$ cat src/dacr_pkg.sv
// Package with register map, field positions and reset values of the configuration bank.
package dacr_pkg;

    localparam int ADDR_W = 10;
    localparam int DATA_W = 8;

    localparam logic [9:0] OFS_POWER_MODES   = 10'h008;
    localparam logic [9:0] OFS_REF_SELECT    = 10'h018;
    localparam logic [9:0] OFS_PAT_ONE_LOW   = 10'h019;
    localparam logic [9:0] OFS_PAT_ONE_HIGH  = 10'h01a;
    localparam logic [9:0] OFS_PAT_TWO_LOW   = 10'h01b;
    localparam logic [9:0] OFS_PAT_TWO_HIGH  = 10'h01c;
    localparam logic [9:0] OFS_OVERRANGE     = 10'h02a;
    localparam logic [9:0] OFS_OUT_ASSIGN    = 10'h02e;
    localparam logic [9:0] OFS_SYNC_CONTROL  = 10'h03a;
    localparam logic [9:0] OFS_TRANSFER      = 10'h0ff;
    localparam logic [9:0] OFS_RATE_OVERRIDE = 10'h100;
    localparam logic [9:0] OFS_PIN_CTRL_TWO  = 10'h101;
    localparam logic [9:0] OFS_PIN_CTRL_THREE = 10'h102;

    localparam logic [7:0] RST_ZERO          = 8'h00;
    localparam logic [7:0] RST_OVERRANGE     = 8'h01;
    localparam logic [7:0] RST_ASSIGN_A      = 8'h00;
    localparam logic [7:0] RST_ASSIGN_B      = 8'h01;
    localparam logic [7:0] RST_PIN_CTRL_TWO  = 8'h80;

    localparam int BIT_PIN_FULL_PD   = 5;
    localparam int BIT_TRANSFER      = 0;
    localparam int BIT_OVR_ENABLE    = 0;
    localparam int BIT_ASSIGN        = 0;
    localparam int BIT_SYNC_ENABLE   = 1;
    localparam int BIT_SYNC_NEXT     = 2;
    localparam int BIT_RATE_OVR_EN   = 6;
    localparam int BIT_OE_PIN_EN     = 7;
    localparam int BIT_SDIO_PD_DIS   = 0;
    localparam int BIT_CM_PWDN       = 3;

    // Field positions of the power-mode field and of the override codes.
    localparam int FLD_MODE_HI = 1;
    localparam int FLD_MODE_LO = 0;
    localparam int FLD_RES_HI  = 5;
    localparam int FLD_RES_LO  = 3;
    localparam int FLD_RATE_HI = 2;
    localparam int FLD_RATE_LO = 0;

    localparam logic [1:0] MODE_NORMAL  = 2'h0;
    localparam logic [1:0] MODE_PWRDOWN = 2'h1;
    localparam logic [1:0] MODE_STANDBY = 2'h2;
    localparam logic [1:0] MODE_DRESET  = 2'h3;

    localparam logic [2:0] RES_12BIT = 3'h4;
    localparam logic [2:0] RES_10BIT = 3'h6;
    localparam logic [2:0] RATE_80   = 3'h3;
    localparam logic [2:0] RATE_105  = 3'h4;
    localparam logic [2:0] RATE_125  = 3'h5;

    // Register write request from the serial port decoder.
    typedef struct packed {
        logic              wr;
        logic [ADDR_W-1:0] addr;
        logic [DATA_W-1:0] wdata;
    } dacr_req_t;

    // Data path controls derived from the power mode.
    typedef struct packed {
        logic clk_stop;
        logic path_reset;
        logic out_disable;
        logic full_pd;
    } dacr_pwr_t;

endpackage

$ cat src/dacr_regs.sv
// Upper configuration register bank of the dual converter with power and sync control.
`timescale 1ns/100ps
module dacr_regs
    import dacr_pkg::*;
(
    // Clock and reset.
    input  wire logic              SYS_CLK,
    input  wire logic              RESET,
    // Register access from the serial control port.
    input  wire dacr_req_t         REQ,
    input  wire logic              CHAN_SEL_A,
    input  wire logic              CHAN_SEL_B,
    output logic [DATA_W-1:0]      RDATA,
    // Device pins.
    input  wire logic              POWER_DOWN_PIN,
    input  wire logic              SYNC_PULSE,
    // Power and data path control.
    output dacr_pwr_t              PWR_CTRL,
    output logic                   BOTH_CHANNELS_ACTIVE,
    // Channel configuration.
    output logic                   OVERRANGE_OUT_EN,
    output logic                   ASSIGN_A,
    output logic                   ASSIGN_B,
    output logic [DATA_W-1:0]      REF_SELECT,
    output logic [15:0]            PATTERN_ONE,
    output logic [15:0]            PATTERN_TWO,
    // Clock divider sync.
    output logic                   DIVIDER_REALIGN,
    // Applied rate and resolution override.
    output logic                   RATE_OVR_ACTIVE,
    output logic [2:0]             RATE_CODE,
    output logic [2:0]             RES_CODE,
    output logic                   RES_IS_12BIT,
    output logic                   RES_IS_10BIT,
    output logic                   RATE_IS_80,
    output logic                   RATE_IS_105,
    output logic                   RATE_IS_125,
    // Pin controls.
    output logic                   OE_PIN_ENABLE,
    output logic                   SDIO_PULLDOWN_OFF,
    output logic                   COMMON_MODE_GENERATOR_PD
);

    ////////////////////////////////////////////////////////////////////////////
    // Register state.

    logic [7:0] power_modes_reg,   power_modes_next;
    logic [7:0] ref_select_reg,    ref_select_next;
    logic [7:0] pat_one_lo_reg,    pat_one_lo_next;
    logic [7:0] pat_one_hi_reg,    pat_one_hi_next;
    logic [7:0] pat_two_lo_reg,    pat_two_lo_next;
    logic [7:0] pat_two_hi_reg,    pat_two_hi_next;
    logic [7:0] overrange_reg,     overrange_next;
    logic [7:0] assign_a_reg,      assign_a_next;
    logic [7:0] assign_b_reg,      assign_b_next;
    logic [7:0] sync_ctrl_reg,     sync_ctrl_next;
    logic [7:0] rate_shadow_reg,   rate_shadow_next;
    logic [7:0] rate_live_reg,     rate_live_next;
    logic [7:0] pin_two_reg,       pin_two_next;
    logic [7:0] pin_three_reg,     pin_three_next;
    logic       realign_reg,       realign_next;
    logic [7:0] rdata_reg,         rdata_next;

    function automatic logic hit(input logic [ADDR_W-1:0] ofs);
        hit = REQ.wr && (REQ.addr == ofs);
    endfunction

    always_comb begin
        power_modes_next = hit(OFS_POWER_MODES)  ? REQ.wdata : power_modes_reg;
        ref_select_next  = hit(OFS_REF_SELECT)   ? REQ.wdata : ref_select_reg;
        pat_one_lo_next  = hit(OFS_PAT_ONE_LOW)  ? REQ.wdata : pat_one_lo_reg;
        pat_one_hi_next  = hit(OFS_PAT_ONE_HIGH) ? REQ.wdata : pat_one_hi_reg;
        pat_two_lo_next  = hit(OFS_PAT_TWO_LOW)  ? REQ.wdata : pat_two_lo_reg;
        pat_two_hi_next  = hit(OFS_PAT_TWO_HIGH) ? REQ.wdata : pat_two_hi_reg;
        overrange_next   = hit(OFS_OVERRANGE)    ? REQ.wdata : overrange_reg;
        pin_two_next     = hit(OFS_PIN_CTRL_TWO) ? REQ.wdata : pin_two_reg;
        pin_three_next   = hit(OFS_PIN_CTRL_THREE) ? REQ.wdata : pin_three_reg;
        // Output assign is local: only the channels selected by the index take the write.
        assign_a_next = (hit(OFS_OUT_ASSIGN) && CHAN_SEL_A) ? REQ.wdata : assign_a_reg;
        assign_b_next = (hit(OFS_OUT_ASSIGN) && CHAN_SEL_B) ? REQ.wdata : assign_b_reg;
        // The override is staged and applied only by the transfer bit.
        rate_shadow_next = hit(OFS_RATE_OVERRIDE) ? REQ.wdata : rate_shadow_reg;
        rate_live_next   = rate_live_reg;
        if (hit(OFS_TRANSFER) && REQ.wdata[BIT_TRANSFER]) begin
            rate_live_next = rate_shadow_reg;
        end
        // Sync: a pulse realigns while enabled; next-sync-only drops the enable afterwards.
        realign_next   = SYNC_PULSE && sync_ctrl_reg[BIT_SYNC_ENABLE];
        sync_ctrl_next = hit(OFS_SYNC_CONTROL) ? REQ.wdata : sync_ctrl_reg;
        if (realign_next && sync_ctrl_reg[BIT_SYNC_NEXT]) begin
            sync_ctrl_next[BIT_SYNC_ENABLE] = 1'b0;
        end
        case (REQ.addr)
            OFS_POWER_MODES:    rdata_next = power_modes_reg;
            OFS_REF_SELECT:     rdata_next = ref_select_reg;
            OFS_PAT_ONE_LOW:    rdata_next = pat_one_lo_reg;
            OFS_PAT_ONE_HIGH:   rdata_next = pat_one_hi_reg;
            OFS_PAT_TWO_LOW:    rdata_next = pat_two_lo_reg;
            OFS_PAT_TWO_HIGH:   rdata_next = pat_two_hi_reg;
            OFS_OVERRANGE:      rdata_next = overrange_reg;
            OFS_OUT_ASSIGN:     rdata_next = CHAN_SEL_A ? assign_a_reg : assign_b_reg;
            OFS_SYNC_CONTROL:   rdata_next = sync_ctrl_reg;
            OFS_RATE_OVERRIDE:  rdata_next = rate_shadow_reg;
            OFS_PIN_CTRL_TWO:   rdata_next = pin_two_reg;
            OFS_PIN_CTRL_THREE: rdata_next = pin_three_reg;
            default:            rdata_next = RST_ZERO;
        endcase
    end

    always_ff @(posedge SYS_CLK) begin
        if (RESET) begin
            power_modes_reg <= RST_ZERO;
            ref_select_reg  <= RST_ZERO;
            pat_one_lo_reg  <= RST_ZERO;
            pat_one_hi_reg  <= RST_ZERO;
            pat_two_lo_reg  <= RST_ZERO;
            pat_two_hi_reg  <= RST_ZERO;
            overrange_reg   <= RST_OVERRANGE;
            assign_a_reg    <= RST_ASSIGN_A;
            assign_b_reg    <= RST_ASSIGN_B;
            sync_ctrl_reg   <= RST_ZERO;
            rate_shadow_reg <= RST_ZERO;
            rate_live_reg   <= RST_ZERO;
            pin_two_reg     <= RST_PIN_CTRL_TWO;
            pin_three_reg   <= RST_ZERO;
            realign_reg     <= 1'b0;
            rdata_reg       <= RST_ZERO;
        end else begin
            power_modes_reg <= power_modes_next;
            ref_select_reg  <= ref_select_next;
            pat_one_lo_reg  <= pat_one_lo_next;
            pat_one_hi_reg  <= pat_one_hi_next;
            pat_two_lo_reg  <= pat_two_lo_next;
            pat_two_hi_reg  <= pat_two_hi_next;
            overrange_reg   <= overrange_next;
            assign_a_reg    <= assign_a_next;
            assign_b_reg    <= assign_b_next;
            sync_ctrl_reg   <= sync_ctrl_next;
            rate_shadow_reg <= rate_shadow_next;
            rate_live_reg   <= rate_live_next;
            pin_two_reg     <= pin_two_next;
            pin_three_reg   <= pin_three_next;
            realign_reg     <= realign_next;
            rdata_reg       <= rdata_next;
        end
    end

    ////////////////////////////////////////////////////////////////////////////
    // Power mode decode. The pin overrides the register mode while asserted.

    logic [1:0] mode_field;

    assign mode_field = power_modes_reg[FLD_MODE_HI:FLD_MODE_LO];

    dacr_pwr_t pwr_reg, pwr_next;

    always_comb begin
        pwr_next = '0;
        if (POWER_DOWN_PIN) begin
            pwr_next.clk_stop    = 1'b1;
            pwr_next.out_disable = 1'b1;
            pwr_next.full_pd     = power_modes_reg[BIT_PIN_FULL_PD];
            pwr_next.path_reset  = power_modes_reg[BIT_PIN_FULL_PD];
        end else begin
            case (mode_field)
                MODE_NORMAL: pwr_next = '0;
                MODE_PWRDOWN: begin
                    pwr_next.clk_stop    = 1'b1;
                    pwr_next.path_reset  = 1'b1;
                    pwr_next.out_disable = 1'b1;
                    pwr_next.full_pd     = 1'b1;
                end
                MODE_STANDBY: begin
                    pwr_next.clk_stop    = 1'b1;
                    pwr_next.out_disable = 1'b1;
                end
                MODE_DRESET: begin
                    pwr_next.clk_stop    = 1'b1;
                    pwr_next.path_reset  = 1'b1;
                end
                default: pwr_next = '0;
            endcase
        end
    end

    always_ff @(posedge SYS_CLK) begin
        if (RESET) begin
            pwr_reg <= '0;
        end else begin
            pwr_reg <= pwr_next;
        end
    end

    ////////////////////////////////////////////////////////////////////////////
    // Outputs.

    assign RDATA                    = rdata_reg;
    assign PWR_CTRL                 = pwr_reg;
    assign BOTH_CHANNELS_ACTIVE     = ~pwr_reg.clk_stop;
    assign OVERRANGE_OUT_EN         = overrange_reg[BIT_OVR_ENABLE];
    assign ASSIGN_A                 = assign_a_reg[BIT_ASSIGN];
    assign ASSIGN_B                 = assign_b_reg[BIT_ASSIGN];
    assign REF_SELECT               = ref_select_reg;
    assign PATTERN_ONE              = {pat_one_hi_reg, pat_one_lo_reg};
    assign PATTERN_TWO              = {pat_two_hi_reg, pat_two_lo_reg};
    assign DIVIDER_REALIGN          = realign_reg;
    assign RATE_OVR_ACTIVE          = rate_live_reg[BIT_RATE_OVR_EN];
    assign RES_CODE                 = rate_live_reg[FLD_RES_HI:FLD_RES_LO];
    assign RATE_CODE                = rate_live_reg[FLD_RATE_HI:FLD_RATE_LO];
    assign RES_IS_12BIT             = RATE_OVR_ACTIVE && (RES_CODE == RES_12BIT);
    assign RES_IS_10BIT             = RATE_OVR_ACTIVE && (RES_CODE == RES_10BIT);
    assign RATE_IS_80               = RATE_OVR_ACTIVE && (RATE_CODE == RATE_80);
    assign RATE_IS_105              = RATE_OVR_ACTIVE && (RATE_CODE == RATE_105);
    assign RATE_IS_125              = RATE_OVR_ACTIVE && (RATE_CODE == RATE_125);
    assign OE_PIN_ENABLE            = pin_two_reg[BIT_OE_PIN_EN];
    assign SDIO_PULLDOWN_OFF        = pin_two_reg[BIT_SDIO_PD_DIS];
    assign COMMON_MODE_GENERATOR_PD = pin_three_reg[BIT_CM_PWDN];

    ////////////////////////////////////////////////////////////////////////////
    // Checks.

    property p_pin_mode;
        @(posedge SYS_CLK) disable iff (RESET)
        POWER_DOWN_PIN |=> PWR_CTRL.clk_stop && PWR_CTRL.out_disable
            && (PWR_CTRL.full_pd == $past(power_modes_reg[BIT_PIN_FULL_PD]));
    endproperty
    a_pin_mode: assert property (p_pin_mode) else $error("pin power-down wrong");

    property p_standby;
        @(posedge SYS_CLK) disable iff (RESET)
        (!POWER_DOWN_PIN && mode_field == MODE_STANDBY)
            |=> PWR_CTRL.clk_stop && PWR_CTRL.out_disable && !PWR_CTRL.path_reset;
    endproperty
    a_standby: assert property (p_standby) else $error("standby controls wrong");

    property p_dreset;
        @(posedge SYS_CLK) disable iff (RESET)
        (!POWER_DOWN_PIN && mode_field == MODE_DRESET)
            |=> PWR_CTRL.path_reset && !PWR_CTRL.out_disable;
    endproperty
    a_dreset: assert property (p_dreset) else $error("digital reset controls wrong");

    property p_normal;
        @(posedge SYS_CLK) disable iff (RESET)
        (!POWER_DOWN_PIN && mode_field == MODE_NORMAL) |=> BOTH_CHANNELS_ACTIVE;
    endproperty
    a_normal: assert property (p_normal) else $error("normal mode not active");

    property p_transfer;
        @(posedge SYS_CLK) disable iff (RESET)
        !(REQ.wr && REQ.addr == OFS_TRANSFER) |=> $stable(rate_live_reg);
    endproperty
    a_transfer: assert property (p_transfer) else $error("override applied early");

    property p_sync_once;
        @(posedge SYS_CLK) disable iff (RESET)
        (SYNC_PULSE && sync_ctrl_reg[BIT_SYNC_ENABLE] && sync_ctrl_reg[BIT_SYNC_NEXT]
            && !REQ.wr) |=> DIVIDER_REALIGN && !sync_ctrl_reg[BIT_SYNC_ENABLE];
    endproperty
    a_sync_once: assert property (p_sync_once) else $error("one-shot sync failed");

    property p_sync_gate;
        @(posedge SYS_CLK) disable iff (RESET)
        DIVIDER_REALIGN |-> $past(SYNC_PULSE && sync_ctrl_reg[BIT_SYNC_ENABLE]);
    endproperty
    a_sync_gate: assert property (p_sync_gate) else $error("realign without pulse");

    property p_immediate;
        @(posedge SYS_CLK) disable iff (RESET)
        (REQ.wr && REQ.addr == OFS_OVERRANGE)
            |=> OVERRANGE_OUT_EN == $past(REQ.wdata[BIT_OVR_ENABLE]);
    endproperty
    a_immediate: assert property (p_immediate) else $error("overrange not updated");

    property p_pwrdown;
        @(posedge SYS_CLK) disable iff (RESET)
        (!POWER_DOWN_PIN && mode_field == MODE_PWRDOWN)
            |=> PWR_CTRL.clk_stop && PWR_CTRL.path_reset && PWR_CTRL.out_disable;
    endproperty
    a_pwrdown: assert property (p_pwrdown) else $error("power-down controls wrong");

    property p_cm_pd;
        @(posedge SYS_CLK) disable iff (RESET)
        (REQ.wr && REQ.addr == OFS_PIN_CTRL_THREE)
            |=> COMMON_MODE_GENERATOR_PD == $past(REQ.wdata[BIT_CM_PWDN]);
    endproperty
    a_cm_pd: assert property (p_cm_pd) else $error("generator power-down not updated");

    property p_assign_a;
        @(posedge SYS_CLK) disable iff (RESET)
        (REQ.wr && REQ.addr == OFS_OUT_ASSIGN && CHAN_SEL_A)
            |=> ASSIGN_A == $past(REQ.wdata[BIT_ASSIGN]);
    endproperty
    a_assign_a: assert property (p_assign_a) else $error("channel A assign not updated");

endmodule

$ cat config.mk
export PLATFORM = sky130hd
export DESIGN_NAME = dacr_regs
export DESIGN_NICKNAME = d
export VERILOG_FILES = /design/src/dacr_pkg.sv /design/src/dacr_regs.sv
export SDC_FILE = /design/constraint.sdc
export NUM_CORES = 1
export LEC_CHECK = 0
export BUFFER_PORTS_ARGS = -buffer_cell sky130_fd_sc_hd__buf_2
export CAP_MARGIN = 10
export CORE_ASPECT_RATIO = 1.1
export CORE_MARGIN = 10
export CORE_UTILIZATION = 25
export CTS_CLUSTER_SIZE = 24
export DETAILED_ROUTE_END_ITERATION = 16
export PLACE_DENSITY = 0.44
export SLEW_MARGIN = 20
export SYNTH_ARGS = -nofsm -noshare
export SYNTH_HDL_FRONTEND = slang
export SYNTH_SLANG_ARGS = --single-unit
$ cat constraint.sdc
create_clock -name SYS_CLK -period 1.7 [get_ports SYS_CLK]
set_input_delay 0.17 -clock SYS_CLK [delete_from_list [all_inputs] [get_ports SYS_CLK]]
set_output_delay 0.17 -clock SYS_CLK [all_outputs]
set_load 0.05 [all_outputs]
==> results of run 1 <==
==> worst reg2reg max path, cell delays in order (launching register included) <==
cell and delay (ns):
dfxtp_1 0.32, mux2_2 0.29, a22oi_1 0.18, o2bb2ai_1 0.13
a221oi_2 0.28, a31oi_1 0.15
==> cell families (layout without fill, tap and decap cells) <==
| family | after synthesis | after routing | synth area share (%) |
|---|---|---|---|
| flip-flops | 124 | 124 | 44.2 |
| adder cells (fa/ha/maj) | 3 | 3 | 0.668 |
| AO/OA/AOI/OAI | 95 | 95 | 10.8 |
| AND/OR/NAND/NOR | 232 | 232 | 20.6 |
| multiplexers | 108 | 108 | 19.6 |
| buffers and inverters | 56 | 217 | 4.12 |
==> per-layer routing <==
metal | vias up | global-route usage [%] | part of all wire [%]
li1 | 2464 | - | -
met2 | 135 | 24.6 | 50
met3 | 25 | 3.65 | 5.6
met4 | 0 | 5.00 | 1.8
met5 | - | 0 | 0
met1 | 2558 | 18.1 | 43
==> power by group <==
part / internal, uW / switching (uW)
sequential: 2910 / 1.38
combinational: 134 / 266
clock: 2750 / 1370
total: 5790 / 1640
==> synth_stat cells, drive strengths merged, types with 2 or more instances <==
library cell / n / area, um2
or4b: 3 / 33.8
nor3: 10 / 71.3
a211o: 3 / 26.3
and3: 6 / 37.5
nor2: 93 / 357
a21oi: 40 / 200
o21ai: 10 / 50.1
ha: 3 / 37.5
mux2i: 91 / 911
nor2b: 4 / 25.0
and2: 2 / 12.5
inv: 8 / 30.0
dfxtp: 124 / 2480
or2: 2 / 12.5
nor4b: 3 / 47.5
a22o: 3 / 26.3
nand3: 22 / 138
nand2b: 3 / 18.8
nor4bb: 2 / 20.0
mux2: 17 / 191
a221oi: 3 / 26.3
a32oi: 4 / 35.0
nor3b: 3 / 22.5
nand2: 69 / 259
buf: 15 / 77.6
clkbuf: 33 / 124
a22oi: 12 / 90.1
nand4: 2 / 27.5
nor4: 3 / 33.8
a31oi: 7 / 43.8
==> final timing paths <==
path                                       start  depth (start not counted)                       endpoint
setup / recovery                         REQ[17]                          9            RDATA[6]$_SDFF_PP0_
hold / removal                    POWER_DOWN_PIN                          3         PWR_CTRL[1]$_SDFF_PP0_
setup reg to reg  pat_two_lo_reg[3]$_SDFFE_PP0P_                          5            RDATA[3]$_SDFF_PP0_
hold reg to reg    sync_ctrl_reg[7]$_SDFFE_PP0P_                          2  sync_ctrl_reg[7]$_SDFFE_PP0P_
==> repair_timing <==
item / 4_1_cts / 5_1_grt
gates resized for setup: 1 / 10
setup buffers: 0 / 0
hold buffers: 1 / 0
setup endpoints to repair: 2 / 17
endpoints found under the hold margin: 2 / 0
==> cells in the final DEF, fill, tap and decap left out, types with 4 or more instances in the layout <==
cell       synthesis  final
bufinv_16          0      6
clkbuf_16          0     17
mux2i_1           91     91
nor2b_1            4      4
o21ai_0           10     10
inv_1              8      8
mux2_2            17     17
buf_12             0     11
buf_2              8     93
a31oi_1            7      4
nand2_1           69     69
dfxtp_1          124    123
a21oi_1           40     40
nor3_1             7      6
a22oi_1           12     12
and3_1             6      6
buf_4              3     70
nor2_1            92     91
nand3_1           18     18
a32oi_1            4      4
==> per-stage QoR <==
| stage | TNS [ns] | setup WS (ns) | hold WS, ns | power, uW | utilization, % |
|---|---|---|---|---|---|
| 3_3_place_gp | -19.27 | -0.479 | 0.411 | 3360 | 31.8 |
| 2_1_floorplan | -1.57 | -0.462 | 0.288 | 3160 | - |
| 6_report | 0 | 0.0516 | 0.0167 | 7430 | 35.1 |
| 3_5_place_dp | -21.35 | -0.493 | 0.411 | 3370 | 31.8 |
| 5_1_grt | -0.0232 | -0.0197 | 0.0226 | 7670 | 35.1 |
| 4_1_cts | 0 | 0.0182 | 0.00549 | 7500 | 34.9 |
==> cell type report <==
type                       instances  area (um2)
clock buffer                      17         425
multi-input combinational        438        2980
inverter                           8        30.0
clock inverter                    15         245
timing repair buffer             177        1240
fill                            2286       14300
sequential                       124        2480
tap                              295         369
==> run metrics, run 1 <==
Worst Path Required=between 2 and 2.5 ns; post-synthesis cell count=slightly above 600; period utilization=~97%; gr usage total=about 15%; HPWL Detailed=about 16000 um; Crit Path Max Fanout=5; vias=a little over 5000; mapped cell area=about 0.0056 mm2; Worst-path clk slew=about 0.060 ns; dpl cell area=0.00703 mm2; Max IR drop VDD=0.660 mV; synthesis warning total=0; Final Non-Filler Cells=~1100; HP Class=primary input to flip-flop; boundary pin count=between 90 and 100; Die X=approximately 160 um; H-Tree Level Count=4; DR iter-0 viols=388; Layout area overhead=38.2%; Design Area, Final=0.00777 mm2; # port buffers=96; endpoints failing hold=0; Synth cell types=60; most used flip-flop cell after synthesis=dfxtp_1; synthesized flop and latch total=about 120; final setup vio count=0; Sink Count=around 120; Rel. slew slack=between 50% and 60%; Crit path max-delay family=compound AO/OA/AOI/OAI gates; CTS tree=yes; pwr dens=around 960 mW/mm2; worst slew pin tran=roughly 0.61 ns; Worst Path Buf+Inv=4; number of max-cap violations=0; antenna viol nets, final=0; critical path's slowest cell=o32a_1; Syn Nets=around 650; unrepaired setup endpoints after global routing=true; initial antenna violation count=0; async set or reset register ratio after synthesis=0%; via/cell ratio=just under 5; Synth Area per Inst=between 9 and 10 um2; Die ar.=around 0.029 mm2; Final #Nets=around 790; Worst Setup Path Type=primary input to flip-flop; sequential-to-total area share from yosys stat=around 44%; Starting Density=between 20 and 30%; leakage=roughly 0.0033 uW; GRT overflow=0; DRC=0; TritonCTS Buffers=17; WL/cell=19.7 um; critical path cell sequence=buf_2 > buf_4 > nor4b_4 > buf_4 > a21boi_0 > a21oi_1 > o32a_1 > buf_4 > a41oi_2; Final min period=around 1.6 ns; status=complete, no violations; layout cells sized above 1=around a third; clk_lat worst skew=approximately 0.42 ns; Clock Root Buffer=clkbuf_16; vias in the first global route=about 5300; CORE AREA=~0.022 mm2; row count=between 50 and 60; Crit. End Element=flip-flop; EDFF count, synth=0; Detailed Routing Iterations Pass 1=6; critical path arrival=about 2 ns; crit-path max cell delay=roughly 0.37 ns; Routed WL=between 20000 and 25000 um; GP Congestion=~0.89; Diodes inserted=0; clock buffer depth=2; startpoint types=primary input; Worst path most repeated cell=buf_4; first-pass GRT wire length=32600 um; R2R Setup Slk=between 0.2 and 0.25 ns; largest net degree at the start of global routing=76; die height=177 um; DP Cell Count=1041; f_max=~610 MHz; Worst Clk Skew=~0.0045 ns; Max Slew Vio Count=0
No activity file was read; power rests on OpenSTA's default activity.
==> run 2: changes to the inputs <==
Settings changed: CORE_MARGIN 10 to 3, HOLD_SLACK_MARGIN from default to 0.08, REMOVE_ABC_BUFFERS from default to 1.
==> run metrics, run 2 (synthesized netlist as in run 1, its figures left out) <==
H-Tree Level Count=4; HP Class=primary input to flip-flop; worst slew pin tran=approximately 0.6 ns; most frequent cells in the layout=dfxtp_1, nor2_1, mux2i_1, buf_2, buf_4; Die ar.=between 0.02 and 0.025 mm2; wl on met1=roughly 9700 um; largest net degree at the start of global routing=116; DR iter-0 viols=395; Detailed Routing Iterations Pass 1=5; antenna viol nets, final=0; period utilization=a little over nine tenths; final setup vio count=0; leakage=between 0.003 and 0.004 uW; CORE AREA=about 0.022 mm2; Worst path most repeated cell=buf_4; critical path arrival=1.96 ns; vias=5200; critical path's slowest cell=or4b_1; clk_lat worst skew=between 0.4 and 0.5 ns; Die X=about 150 um; via/cell ratio=roughly 4.8; TritonCTS Buffers=17; Final Power=7110 uW; R2R Setup Slk=roughly 0.15 ns; row count=56; Layout area overhead=37.1%; Layout fillers=around 2300; CTS tree=yes; Diodes inserted=0; Crit Path Max Fanout=4; status=complete, no violations; layout cells sized above 1=a little under a third; Starting Density=between 20% and 30%; DRC=0; Crit. End Element=flip-flop; startpoint types=primary input; initial antenna violation count=0; Clock Root Buffer=clkbuf_16; WL/cell=around 19 um; # port buffers=96; endpoints failing hold=0; unrepaired setup endpoints after global routing=false; Max Slew Vio Count=0; GRT overflow=0; Rel. slew slack=approximately three fifths; critical path cell sequence=buf_2 > or4b_1 > buf_4 > nor3_2 > buf_4 > a222oi_1 > a31oi_1; routed wl met3=between 1000 and 1500 um; Worst-path clk slew=roughly 0.06 ns; crit-path max cell delay=between 0.6 and 0.7 ns; first-pass GRT wire length=around 32000 um; Worst Setup Path Type=primary input to flip-flop; r2r endpoint=RDATA[3]$_SDFF_PP0_; Setup Buffers After CTS=0; register area=between 0.002 and 0.0025 mm2; met2 wire length=a little over 9000 um; Worst Clk Skew=around 0.0077 ns; hold path startpoint=CHAN_SEL_B; Crit Reg-Reg Startpoint=pat_one_lo_reg[3]$_SDFFE_PP0P_; fin util=35.5%; Final min period=around 1.6 ns; number of max-cap violations=0; Max IR drop VDD=~0.65 mV; commonest non-fill, non-tap cell in the layout=dfxtp_1; vias in the first global route=approximately 5300; gr usage total=17.1%; HPWL Detailed=~15000 um; clock buffer depth=2; boundary pin count=97; multi-input logic area=slightly below 0.003 mm2; Final #Nets=between 800 and 900; hold path endpoint=assign_b_reg[0]$_SDFFE_PP1P_; Worst Path Required=roughly 2.0 ns; pwr dens=924 mW/mm2; GP Congestion=0.917; WHS Path Cells=3; reg2reg path depth=5; Sink Count=around 120; die height=about 160 um; Routed WL=approximately 20000 um; top layer in use=met4; f_max=607 MHz
-- run 2: cell types whose count changed in the layout (fill, tap and decap cells not counted), moves of 3 or more --
cell       change
buf_12         -3
buf_4         +13
inv_6          +3
bufinv_16      -3
-- run 2: per-stage QoR --
step	TNS (ns)	setup slack [ns]	instance area [um2]	cells	hold WS, ns
floorplan	-16.84	-0.740	5420	570	0.239
global placement	-25.47	-0.424	7020	1044	0.397
detailed placement	-27.61	-0.418	7020	1044	0.414
CTS	0	0.0366	7670	1079	0.0821
global route	0	0.000575	7700	1079	0.105
finish	0	0.0530	7700	1079	0.0997
-- run 2: metal layers --
layer	global-route usage [%]	up-vias
met1	23.7	2511
met4	6.08	0
met2	25.9	162
li1	-	2496
met3	4.22	31
met5	0	-
-- run 2: how the worst max path moves through the flow --
stage               cells past startpoint                           from                  end  slack, ns
floorplan                               1  rate_live_reg[2]$_SDFFE_PP0P_          RATE_IS_105      -0.74
global placement                        8                        REQ[17]  RDATA[7]$_SDFF_PP0_      -0.42
detailed placement                      7                         REQ[8]  RDATA[7]$_SDFF_PP0_      -0.42
CTS                                     7                         REQ[8]  RDATA[7]$_SDFF_PP0_       0.04
global route                            9                        REQ[17]  RDATA[7]$_SDFF_PP0_     0.0006
finish                                  7                        REQ[17]  RDATA[0]$_SDFF_PP0_       0.05
-- run 2: repair_timing --
| action | CTS | global route |
|---|---|---|
| setup endpoints to repair | 0 | 16 |
| resized for setup | 0 | 10 |
| endpoints found under the hold margin | 7 | 0 |
| hold buffers | 3 | 0 |
-- run 2: final cells by class --
cell class,count,area share (%)
multi-input cells,438,37.9
flip-flops and latches,124,32.2
repair buffers,187,16.7
clock buffers,18,5.70
well taps,290,4.71
clock inverters,14,2.37
inverters,8,0.390
-- run 2: worst max-delay path: cells and delay by family --
kind / cells / cell delay, ns
buf+inv: 3 / 0.47
compound gates: 2 / 0.38
simple gates: 2 / 0.95
-- run 2: where the power goes --
| group | total (uW) | internal [uW] | leakage (uW) | switching, uW |
|---|---|---|---|---|
| clock network | 3810 | 2370 | 0.000300 | 1440 |
| registers | 2910 | 2910 | 0.000999 | 1.46 |
| logic | 395 | 131 | 0.00202 | 263 |
| total | 7110 | 5410 | 0.00331 | 1700 |
